File: src/shared/aer_pkg.sv
package aer_pkg;
   // register bus geometry
   localparam int          ADDR_W          = 5;
   localparam int          DATA_W          = 16;
   // register offsets
   localparam logic [4:0]  OFF_CTRL_STATUS = 5'h00;
   localparam logic [4:0]  OFF_ALARM_MAIN  = 5'h08;
   localparam logic [4:0]  OFF_SHOT_HIST   = 5'h09;
   localparam logic [4:0]  OFF_ALARM_SUB1  = 5'h0a;
   localparam logic [4:0]  OFF_HIST_SUB1   = 5'h0e;
   localparam logic [4:0]  OFF_IRQ_STATUS  = 5'h12;
   localparam logic [4:0]  OFF_IRQ_MASK    = 5'h13;
   localparam logic [4:0]  OFF_CONTROL     = 5'h14;
   // counters
   localparam int          MAIN_W          = 10;
   localparam logic [9:0]  MAIN_MAX        = 10'h3e7;
   localparam int          SUB_W           = 8;
   localparam logic [7:0]  SUB_MAX         = 8'hff;
   localparam int          SUB_COUNT       = 4;
   // shot history stack
   localparam int          HIST_W          = 5;
   localparam int          HIST_DEPTH      = 5;
   localparam logic [2:0]  MAX_SHOTS       = 3'h5;
   localparam logic [4:0]  FINAL_TRIP_ADD  = 5'h0a;
   // control-signal status layout
   localparam int          STAT_W          = 7;
   localparam int          ST_RIGHT_LSB    = 0;
   localparam int          ST_MID_BIT      = 3;
   localparam int          ST_LEFT_LSB     = 4;
   // interrupt status / mask bits
   localparam int          IRQ_W           = 4;
   localparam int          IRQ_ALARM       = 0;
   localparam int          IRQ_SEQ_END     = 1;
   localparam int          IRQ_FINAL       = 2;
   localparam int          IRQ_SAT         = 3;
   localparam logic [3:0]  IRQ_MASK_RESET  = 4'h0;
   // control register: bit 0 routes the reset control to register clearing
   localparam int          CTRL_ROUTE_BIT  = 0;
   localparam logic        CTRL_ROUTE_RST  = 1'h1;
   // synchronised pin vector indices
   localparam int          PIN_COUNT       = 9;
   localparam int          PIN_INIT1       = 0;
   localparam int          PIN_INIT2       = 1;
   localparam int          PIN_INIT3       = 2;
   localparam int          PIN_INIT4       = 3;
   localparam int          PIN_INHIBIT     = 4;
   localparam int          PIN_CONTROL     = 5;
   localparam int          PIN_BLOCK2      = 6;
   localparam int          PIN_BREAKER     = 7;
   localparam int          PIN_RRESET      = 8;
endpackage

File: src/hdl/aer_recorder.sv
`timescale 1ns/1ps
// Functional notes
// - main alarm counter counts zero to 999
// - four per-input alarm sub-counters, 0 to 255
// - sequence end stores shot count 0-5
// - final trip adds ten to stored count
// - new entry pushes history down, drops oldest
// - middle digit 0 when breaker input energized
// - routed reset control clears registers and indicators
module aer_recorder
   import aer_pkg::*;
(
   input  wire logic               ref_clk_in,
   input  wire logic               rst_in,
   input  wire logic               reclose_initiation_one_in,
   input  wire logic               reclose_initiation_two_in,
   input  wire logic               reclose_initiation_three_in,
   input  wire logic               reclose_initiation_four_in,
   input  wire logic               reclose_inhibit_in,
   input  wire logic               reclose_control_input_in,
   input  wire logic               second_blocking_signal_in,
   input  wire logic               breaker_position_in,
   input  wire logic               register_reset_control_in,
   input  wire logic [SUB_COUNT-1:0] def_trip_alarm_in,
   input  wire logic               seq_end_in,
   input  wire logic [2:0]         seq_shots_in,
   input  wire logic               seq_final_trip_in,
   input  wire logic [ADDR_W-1:0]  reg_addr_in,
   input  wire logic [DATA_W-1:0]  reg_wdata_in,
   input  wire logic               reg_wr_in,
   input  wire logic               reg_rd_in,
   output logic [DATA_W-1:0]       reg_rdata_out,
   output logic                    irq_out,
   output logic                    indicator_clear_out
);
   logic [PIN_COUNT-1:0] pin_meta_q;
   logic [PIN_COUNT-1:0] pin_sync_q;
   logic [STAT_W-1:0]    ctrl_status_q;
   logic                 route_q;
   logic                 clear_regs;
   logic [MAIN_W-1:0]    main_count;
   logic                 main_at_max;
   logic [SUB_W-1:0]     sub_count [SUB_COUNT];
   logic [SUB_COUNT-1:0] sub_at_max;
   logic [HIST_W-1:0]    hist_q [HIST_DEPTH];
   logic [HIST_W-1:0]    hist_entry;
   logic [2:0]           shots_clamped;
   logic [IRQ_W-1:0]     irq_status_q;
   logic [IRQ_W-1:0]     irq_mask_q;
   logic [IRQ_W-1:0]     irq_events;
   logic [IRQ_W-1:0]     irq_w1c;
   logic                 alarm_any;
   logic                 sat_hit;
   logic [DATA_W-1:0]    read_mux;

   // packs three active signals into one weighted decimal digit (1, 2, 4)
   function automatic logic [2:0] weigh3(input logic w1, input logic w2, input logic w4);
      weigh3 = {w4, w2, w1};
   endfunction

   // every pin is foreign to this clock: two flops before anyone looks
   always_ff @(posedge ref_clk_in) begin
      if (rst_in) begin
         pin_meta_q <= '0;
         pin_sync_q <= '0;
      end else begin
         pin_meta_q <= {register_reset_control_in, breaker_position_in,
                        second_blocking_signal_in, reclose_control_input_in,
                        reclose_inhibit_in, reclose_initiation_four_in,
                        reclose_initiation_three_in, reclose_initiation_two_in,
                        reclose_initiation_one_in};
         pin_sync_q <= pin_meta_q;
      end
   end

   // live control-signal display, three digits packed as left|mid|right
   always_ff @(posedge ref_clk_in) begin
      if (rst_in) begin
         ctrl_status_q <= '0;
      end else begin
         ctrl_status_q[ST_RIGHT_LSB +: 3] <= weigh3(pin_sync_q[PIN_INHIBIT],
                                                    pin_sync_q[PIN_CONTROL],
                                                    pin_sync_q[PIN_BLOCK2]);
         ctrl_status_q[ST_MID_BIT] <= ~pin_sync_q[PIN_BREAKER];
         ctrl_status_q[ST_LEFT_LSB +: 3] <= weigh3(pin_sync_q[PIN_INIT1],
                                                   pin_sync_q[PIN_INIT2],
                                                   pin_sync_q[PIN_INIT3]);
      end
   end

   // clearing only happens while the reset control is routed here; reset leaves it routed
   assign clear_regs = route_q & pin_sync_q[PIN_RRESET];

   always_ff @(posedge ref_clk_in) begin
      if (rst_in) begin
         indicator_clear_out <= 1'b0;
      end else begin
         indicator_clear_out <= clear_regs;
      end
   end

   // simultaneous alarms from several inputs count once in the total
   assign alarm_any = |def_trip_alarm_in;

   aer_sat_counter #(
      .W   (MAIN_W),
      .MAX (MAIN_MAX)
   ) u_main_count (
      .ref_clk_in (ref_clk_in),
      .rst_in     (rst_in),
      .clear_in   (clear_regs),
      .inc_in     (alarm_any),
      .count_out  (main_count),
      .at_max_out (main_at_max)
   );

   genvar gi;
   generate
      for (gi = 0; gi < SUB_COUNT; gi++) begin : g_sub
         aer_sat_counter #(
            .W   (SUB_W),
            .MAX (SUB_MAX)
         ) u_sub_count (
            .ref_clk_in (ref_clk_in),
            .rst_in     (rst_in),
            .clear_in   (clear_regs),
            .inc_in     (def_trip_alarm_in[gi]),
            .count_out  (sub_count[gi]),
            .at_max_out (sub_at_max[gi])
         );
      end
   endgenerate

   // shot counts above five are impossible; clamp so the entry stays decodable
   assign shots_clamped = (seq_shots_in > MAX_SHOTS) ? MAX_SHOTS : seq_shots_in;
   assign hist_entry = {2'h0, shots_clamped}
                       + (seq_final_trip_in ? FINAL_TRIP_ADD : 5'h00);

   // history stack: head takes the new entry, each slot takes its neighbour
   generate
      for (gi = 0; gi < HIST_DEPTH; gi++) begin : g_hist
         always_ff @(posedge ref_clk_in) begin
            if (rst_in || clear_regs) begin
               hist_q[gi] <= '0;
            end else if (seq_end_in) begin
               if (gi == 0) begin
                  hist_q[gi] <= hist_entry;
               end else begin
                  // guarded index keeps the unused head branch inside the array
                  hist_q[gi] <= hist_q[(gi == 0) ? 0 : gi - 1];
               end
            end
         end
      end
   endgenerate

   // control register: routing switch for the reset control
   always_ff @(posedge ref_clk_in) begin
      if (rst_in) begin
         route_q <= CTRL_ROUTE_RST;
      end else if (reg_wr_in && reg_addr_in == OFF_CONTROL) begin
         route_q <= reg_wdata_in[CTRL_ROUTE_BIT];
      end
   end

   // sticky events; a new event in the clearing cycle survives the clear
   assign sat_hit = (alarm_any && main_at_max) || |(def_trip_alarm_in & sub_at_max);
   assign irq_events = {sat_hit, seq_end_in & seq_final_trip_in, seq_end_in, alarm_any};
   assign irq_w1c = (reg_wr_in && reg_addr_in == OFF_IRQ_STATUS) ?
                    reg_wdata_in[IRQ_W-1:0] : '0;

   always_ff @(posedge ref_clk_in) begin
      if (rst_in) begin
         irq_status_q <= '0;
      end else begin
         irq_status_q <= (irq_status_q & ~irq_w1c) | irq_events;
      end
   end

   always_ff @(posedge ref_clk_in) begin
      if (rst_in) begin
         irq_mask_q <= IRQ_MASK_RESET;
      end else if (reg_wr_in && reg_addr_in == OFF_IRQ_MASK) begin
         irq_mask_q <= reg_wdata_in[IRQ_W-1:0];
      end
   end

   // registered level, so it lags the status bit by one cycle
   always_ff @(posedge ref_clk_in) begin
      if (rst_in) begin
         irq_out <= 1'b0;
      end else begin
         irq_out <= |(irq_status_q & irq_mask_q);
      end
   end

   // read decode; unmapped offsets answer zero
   always_comb begin
      read_mux = '0;
      if (reg_addr_in == OFF_CTRL_STATUS) begin
         read_mux = DATA_W'(ctrl_status_q);
      end else if (reg_addr_in == OFF_ALARM_MAIN) begin
         read_mux = DATA_W'(main_count);
      end else if (reg_addr_in == OFF_SHOT_HIST) begin
         read_mux = DATA_W'(hist_q[0]);
      end else if (reg_addr_in >= OFF_ALARM_SUB1 &&
                   reg_addr_in < OFF_ALARM_SUB1 + 5'(SUB_COUNT)) begin
         read_mux = DATA_W'(sub_count[2'(reg_addr_in - OFF_ALARM_SUB1)]);
      end else if (reg_addr_in >= OFF_HIST_SUB1 &&
                   reg_addr_in < OFF_HIST_SUB1 + 5'(HIST_DEPTH - 1)) begin
         read_mux = DATA_W'(hist_q[3'(reg_addr_in - OFF_HIST_SUB1) + 3'h1]);
      end else if (reg_addr_in == OFF_IRQ_STATUS) begin
         read_mux = DATA_W'(irq_status_q);
      end else if (reg_addr_in == OFF_IRQ_MASK) begin
         read_mux = DATA_W'(irq_mask_q);
      end else if (reg_addr_in == OFF_CONTROL) begin
         read_mux = DATA_W'(route_q);
      end
   end

   // read data stands only in the cycle after the strobe
   always_ff @(posedge ref_clk_in) begin
      if (rst_in) begin
         reg_rdata_out <= '0;
      end else if (reg_rd_in) begin
         reg_rdata_out <= read_mux;
      end else begin
         reg_rdata_out <= '0;
      end
   end

   // checks
   main_cnt_inc_a: assert property (@(posedge ref_clk_in) disable iff (rst_in)
      alarm_any && !clear_regs && main_count < MAIN_MAX |=> main_count == $past(main_count) + 10'h001)
      else $error("main alarm counter did not step");
   main_cnt_range_a: assert property (@(posedge ref_clk_in) disable iff (rst_in)
      main_count <= MAIN_MAX)
      else $error("main alarm counter above its range");
   sub_cnt_inc_a: assert property (@(posedge ref_clk_in) disable iff (rst_in)
      def_trip_alarm_in[1] && !clear_regs && sub_count[1] != SUB_MAX
      |=> sub_count[1] == $past(sub_count[1]) + 8'h01)
      else $error("sub-counter two did not step");
   sub_cnt_own_a: assert property (@(posedge ref_clk_in) disable iff (rst_in)
      !def_trip_alarm_in[0] && !clear_regs |=> $stable(sub_count[0]))
      else $error("sub-counter one moved without its own alarm");
   hist_store_a: assert property (@(posedge ref_clk_in) disable iff (rst_in)
      seq_end_in && !seq_final_trip_in && !clear_regs && seq_shots_in <= MAX_SHOTS
      |=> hist_q[0] == {2'h0, $past(seq_shots_in)})
      else $error("shot count not stored in history head");
   hist_final_a: assert property (@(posedge ref_clk_in) disable iff (rst_in)
      seq_end_in && seq_final_trip_in && !clear_regs && seq_shots_in <= MAX_SHOTS
      |=> hist_q[0] == {2'h0, $past(seq_shots_in)} + 5'h0a)
      else $error("final trip offset missing");
   hist_shift_a: assert property (@(posedge ref_clk_in) disable iff (rst_in)
      seq_end_in && !clear_regs
      |=> hist_q[1] == $past(hist_q[0]) && hist_q[4] == $past(hist_q[3]))
      else $error("history stack did not push down");
   status_digits_a: assert property (@(posedge ref_clk_in) disable iff (rst_in)
      ##1 ctrl_status_q[2:0] == $past({pin_sync_q[PIN_BLOCK2], pin_sync_q[PIN_CONTROL],
                                       pin_sync_q[PIN_INHIBIT]}))
      else $error("right digit weights wrong");
   breaker_digit_a: assert property (@(posedge ref_clk_in) disable iff (rst_in)
      pin_sync_q[PIN_BREAKER] |=> !ctrl_status_q[ST_MID_BIT])
      else $error("breaker open not shown as zero");
   init_digit_a: assert property (@(posedge ref_clk_in) disable iff (rst_in)
      ##1 ctrl_status_q[6:4] == $past({pin_sync_q[PIN_INIT3], pin_sync_q[PIN_INIT2],
                                      pin_sync_q[PIN_INIT1]}))
      else $error("left digit weights wrong");
   reg_clear_a: assert property (@(posedge ref_clk_in) disable iff (rst_in)
      clear_regs |=> main_count == 10'h000 && hist_q[0] == 5'h00 && indicator_clear_out)
      else $error("routed reset did not clear registers");
   sat_hold_a: assert property (@(posedge ref_clk_in) disable iff (rst_in)
      main_count == MAIN_MAX && !clear_regs |=> main_count == MAIN_MAX)
      else $error("main alarm counter wrapped");
   irq_level_a: assert property (@(posedge ref_clk_in) disable iff (rst_in)
      irq_out == $past(|(irq_status_q & irq_mask_q)))
      else $error("interrupt output disagrees with status and mask");
endmodule

File: src/hdl/aer_sat_counter.sv
`timescale 1ns/1ps
module aer_sat_counter #(
   parameter int         W   = 8,
   parameter logic [W-1:0] MAX = '1
) (
   input  wire logic         ref_clk_in,
   input  wire logic         rst_in,
   input  wire logic         clear_in,
   input  wire logic         inc_in,
   output logic [W-1:0]      count_out,
   output logic              at_max_out
);
   // counts events and holds at the limit; a wrap would fake a low total
   always_ff @(posedge ref_clk_in) begin
      if (rst_in || clear_in) begin
         count_out <= '0;
      end else if (inc_in && (count_out != MAX)) begin
         count_out <= count_out + W'(1);
      end
   end

   assign at_max_out = (count_out == MAX);
endmodule

File: config.mk
export PLATFORM = sky130hd
export DESIGN_NAME = aer_recorder
export DESIGN_NICKNAME = d
export VERILOG_FILES = /design/src/shared/aer_pkg.sv /design/src/hdl/aer_recorder.sv /design/src/hdl/aer_sat_counter.sv
export SDC_FILE = /design/constraint.sdc
export NUM_CORES = 1
export LEC_CHECK = 0
export BUFFER_PORTS_ARGS = -buffer_cell sky130_fd_sc_hd__buf_4
export CELL_PAD_IN_SITES_DETAIL_PLACEMENT = 0
export CELL_PAD_IN_SITES_GLOBAL_PLACEMENT = 1
export CORE_UTILIZATION = 25
export CTS_BUF_LIST = sky130_fd_sc_hd__clkbuf_4 sky130_fd_sc_hd__clkbuf_8
export DETAILED_ROUTE_END_ITERATION = 7
export PLACE_DENSITY = 0.5
export SLEW_MARGIN = 25
export SYNTH_ARGS = -nofsm -noshare
export SYNTH_HDL_FRONTEND = slang
export SYNTH_HIERARCHICAL = 1
export SYNTH_SLANG_ARGS = --single-unit
File: constraint.sdc
create_clock -name ref_clk_in -period 3.4 [get_ports ref_clk_in]
set_clock_uncertainty 0.1 [all_clocks]
set_input_delay 0.17 -clock ref_clk_in [delete_from_list [all_inputs] [get_ports ref_clk_in]]
set_output_delay 0.17 -clock ref_clk_in [all_outputs]
set_load 0.05 [all_outputs]
Word-level counts from Yosys, hierarchy flattened:

Memory sizes are Yosys's and may differ from the RTL's.
Cells that the tools add are included.
Widths: inputs -> output; s select.

* bits in registers: 94
* bits in writable memories: 25
* logic and storage cells: 106
* memories kept: 1

Memories
* hist_q: words 5, width 5, rd ports 5, clocked after memory_dff 0, write ports 5, RTL line aer_recorder.sv:45 `logic [HIST_W-1:0] hist_q [HIST_DEPTH];`

* $add $sub $neg: 9
* order comparisons: 6
* eq/ne operators: 15
* mux-type cells: 24
* bitwise logic cells: 15
* reductions and logical operators: 20

Operators with widths (number)
* $add 8x1->8 const B: 4
* $eq 8x8->1 const B: 4
* $mux 8: 4
* $ne 8x8->1 const B: 4
* $mux 5: 6
* $bmux 8 s2: 1
* $mux 4: 4
* $eq 5x5->1 const B: 3
* $and 4x4->4: 3
* $reduce_or 4->1: 3
* $logic_and 1x1->1: 11
* $add 10x1->10 const B: 1
* $eq 10x10->1 const B: 1
* $eq 5x4->1 const B: 2
* $ge 5x4->1 const B: 2
* $mux 10: 1
* $ne 10x10->1 const B: 1
* $reduce_or 9->1: 1
* $mux 7: 1
* $mux 1: 6
* $add 3x4->5: 1
* $logic_not 5->1: 1
* $lt 5x4->1 const B: 1
* $lt 5x5->1 const B: 1
* other kinds (15): 22

Longest topological paths before layout:

* depth in word-level cells: 9
* depth in mapped cells: 11
* depth with buffers taken out: 7

By module:

Netlist, hierarchy kept.

Modules (own cells, without submodules)
* aer_recorder: times used 1, cells an instance 308, area an instance 3370.7 µm², seq. area each 1631.6 µm²
* aer_sat_counter at g_sub[0].u_sub_count ...: times used 4, cells an instance 49, area an instance 425.4 µm², seq. area each 160.2 µm²
* aer_sat_counter at u_main_count: times used 1, cells an instance 58, area an instance 505.5 µm², seq. area each 200.2 µm²

Worst setup path before layout:

No wires, ideal clock.

* path kind: register -> register
* from: register route_q
* to: memory hist_q[0][0], enable pin
* data arrival time: 1.747 ns
* required time: 2.918 ns
* path slack: 1.170 ns
* cell stages (with the launch flop): 3
* path buffers: 0
* clock period less this slack: 2.230 ns
* cells stage by stage: dfxtp_1 and2_0 or3_1

RTL lines
* start, declared: RTL line aer_recorder.sv:39 `logic route_q;`
* start signal, assigned: RTL line aer_recorder.sv:162 `route_q <= reg_wdata_in[CTRL_ROUTE_BIT];`
* end, declared: RTL line aer_recorder.sv:45

Worst setup path after layout:

* from: input reg_addr_in[1]
* to: register reg_rdata_out[0]

* word-level cells in the longest chain between the ends: 9
* elaborated cells on any way between the ends: 28

RTL lines
* start, declared: RTL line aer_recorder.sv:28 `input wire logic [ADDR_W-1:0] reg_addr_in,`
* parallel branches: the longest is 8 deep, another holds $mem_v2 5x5
* $mux 7 (*): RTL line aer_recorder.sv:200 `if (reg_addr_in == OFF_CTRL_STATUS) begin`
* end signal, assigned: RTL line aer_recorder.sv:226 `reg_rdata_out <= read_mux;`
* end, declared: RTL line aer_recorder.sv:32 `output logic [DATA_W-1:0] reg_rdata_out,`

Every way passes the cells marked *. The select of a mux whose other input is x is not followed.
A chain may end at the register's enable or synchronous reset.

==> flow_summary.ini <==
[setup_path]
cp.required_ns = 3.60
cpPeakStageDelay_ns = 0.54
cp-start-kind = input port
critPathCaptureType = flop
r2r_slack_ns = 1.55
path_cells = buf_4 -> inv_1 -> ha_1 -> nor2b_1 -> nand2_1 -> o21ai_1 -> a221oi_1 -> a221oi_1
endpoint = reg_rdata_out[0]
worstReg2RegStart = hist_q[0][1]
crit_path_top_delay_cell = ha_1
crit_type = in -> reg
worstRegToRegCells = 4
reg2reg_to = reg_rdata_out[1]
cpMostUsedCell = a221oi_1
worstPathMaxFanout = 26
critical_path_arrival_ns = 2.37
cp-startpoint = reg_addr_in[1]

[route]
wl_um = 15360
vias = 4559
drc = 0
drt-wirelength-per-cell_um = 17.14
antenna_left = 0
drt_iter0_drc = 250
dr.pass1.iters = 4
via_per_inst = 5.088

[floorplanning]
die_w_um = 151.4
start_util_pct = 25.56
ios = 61
die_y_um = 151.4
rows = 54
die-area_um2 = 22910
core_um2 = 21820

[timing]
fin_crit_sh_pct = 63.66
whs_ns = 0.04609
tightest_slew_ns = 0.6517
rsz0062_at_grt = no
slew_headroom_pct = 56.51
max_freq_mhz = 462.0
timing.final.ws_setup_ns = 1.236
setup_viol = 0
final.setup.tns_ns = 0
hold_violations = 0
fin_crit_ns = 2.164
finalMaxSlewViolations = 0

[cts]
tritoncts = built
clock-sinks = 111
path_clk_slew_ns = 0.11
cts_root_buf = clkbuf_8
cts_htree_levels = 3
post_cts_resized = 0
cts_inserted_buffers = 9
clockBufferDepth = 2
clk_latency_ns = 0.40

[place]
pre_cts_slack_ns = 0.8279
place_inst = 864
gp_congestion = 0.8266
dp.final_hpwl_um = 11270
dpl-instance-area_um2 = 6126
io_buffers = 41

[yosys]
synth-edff-count = 25
synth_top_area_share_pct = 30.87
syn_area_per_cell_um2 = 9.925
synth_area_um2 = 5578
synth_top_area_cell = dfxtp_1
post-synth-top-count-cell = dfxtp_1
synth_common_cells = 86 x dfxtp_1, 46 x nand2_1, 28 x inv_1, 28 x nor2b_1
synthTopCellsByArea = dfxtp_1 31%, edfxtp_1 13%, mux4_2 5.2%, mux2i_1 3.6%, nor2b_1 3.1%
synth_cells = 562
synth-seq-cells = 111
ys_seq_area_share_pct = 44.32
synth.distinct_cells = 64
ys_async_sr_fraction_pct = 0
ys_warn_count = 6
synth_ff_type = dfxtp_1

[global_route]
grt_max_degree = 45
grt_usage_pct = 14.13
grt_first_pass_wirelength_um = 24400
antenna_found_initial = 0
grt.overflow.total = 0
grt_pass1_vias = 4294

[power_and_ir_drop]
peakVddDrop_mv = 0.1671
leakage_nw = 2.414
power.total_mw = 2.539
power.density_nw_per_um2 = 391.8

[finish]
syn2layout_area_growth_pct = 16.17
final_cells = 896
post_route_cells_drive_above_1_share_pct = 15.42
fin_util_pct = 29.69
nNetsFinal = 665
fill_cells = 2313
fin_area_um2 = 6480
diodes = 0

[hold_path]
hold_class = in -> reg

[status]
status = finished, final reports clean

[run]
maxCapViolations = 0
-- kinds of logic (layout without fill, tap and decap cells) --
group                      after synthesis  count (layout)  share of synthesized area, %
DFF                                    111             111                         44.32
xor gates and xnor gates                 3               3                        0.4711
buffers and inverters                   58             107                         4.935
AOI/OAI and AO/OA                      140             140                         18.28
muxes                                   33              33                         8.838
and+or+nand+nor                        205             205                         20.62
other                                    1               6                       0.06723
adders and majority gates               11              11                         2.467
-- per-layer routing --
metal	track usage (%)	vias to the layer above	part of all wire [%]
met4	5.100	0	1.6
met3	1.928	14	2.6
met1	20.01	2238	49
met2	21.74	79	47
met5	0	-	0
li1	-	2228	-
-- power by group --
part           leakage, nW  internal (mW)  switching [mW]
Combinational         1.33          0.123           0.176
Sequential           0.980           1.40          0.0363
Clock                0.100          0.296           0.511
Total                 2.41           1.82           0.723
-- cells in the final DEF (no fill, tap or decap), types with 5 or more instances in the layout --
master / synthesis / routed
dlygate4sd3_1: 0 / 16
or3_1: 11 / 11
nor2b_1: 28 / 28
conb_1: 1 / 6
nor2_1: 27 / 27
nor3_1: 6 / 6
a221oi_1: 5 / 5
ha_1: 11 / 11
nand2_1: 46 / 46
edfxtp_1: 25 / 25
a221o_1: 6 / 6
a31oi_1: 10 / 10
nand2b_1: 5 / 5
a2111oi_0: 12 / 12
inv_1: 28 / 28
a211oi_1: 8 / 8
clkbuf_8: 0 / 9
o31ai_1: 5 / 5
mux2i_1: 20 / 20
o21ai_0: 17 / 17
and4_1: 5 / 5
a22oi_1: 6 / 6
dfxtp_1: 86 / 86
and3_1: 26 / 26
a21o_1: 6 / 6
or4_1: 5 / 5
a21oi_1: 27 / 27
buf_4: 8 / 46
nand4_1: 18 / 18
mux4_2: 13 / 13
o22ai_1: 5 / 5
-- worst max-delay path, delay by kind of cell --
| kind | cells | cell delay [ns] |
|---|---|---|
| buffers and inverters | 2 | 0.38 |
| AOI/OAI and AO/OA | 3 | 0.69 |
| adders and majority gates | 1 | 0.54 |
| and+or+nand+nor | 2 | 0.56 |
-- state kept, by name, summed over array words and instances (netlist names) --
register and flops:
irq_mask_q 4, irq_out 1, hist_q 25, route_q 1
reg_rdata_out 10, g_sub.u_sub_count/count_out 32, pin_sync_q 8, indicator_clear_out 1
ctrl_status_q 7, pin_meta_q 8, irq_status_q 4, u_main_count/count_out 10
-- worst min-delay path by stage --
stage | from | end | cells past startpoint
finish | seq_end_in | irq_status_q[1] | 3
global placement | pin_sync_q[7] | ctrl_status_q[3] | 1
floorplan | rst_in | g_sub[0].u_sub_count/count_out[6] | 1
global route | seq_shots_in[2] | hist_q[0][4] | 3
CTS | def_trip_alarm_in[1] | g_sub[1].u_sub_count/count_out[2] | 3
detailed placement | pin_sync_q[7] | ctrl_status_q[3] | 1
-- final cells by class --
cell class | instances | area [um^2] | share of cell area, %
sequential | 111 | 2472 | 38.15
clock buffer | 10 | 131.4 | 2.027
multi-input combinational | 398 | 2849 | 43.97
clock inverter | 6 | 62.56 | 0.9654
timing repair buffer | 62 | 505.5 | 7.801
inverter | 29 | 108.9 | 1.680
tap | 280 | 350.3 | 5.406
-- timing repair --
item	CTS	global route
hold buffers	16	0
buffers inserted	0	0
endpoints found under the hold margin	18	0
(Power assumes the default switching activity.)
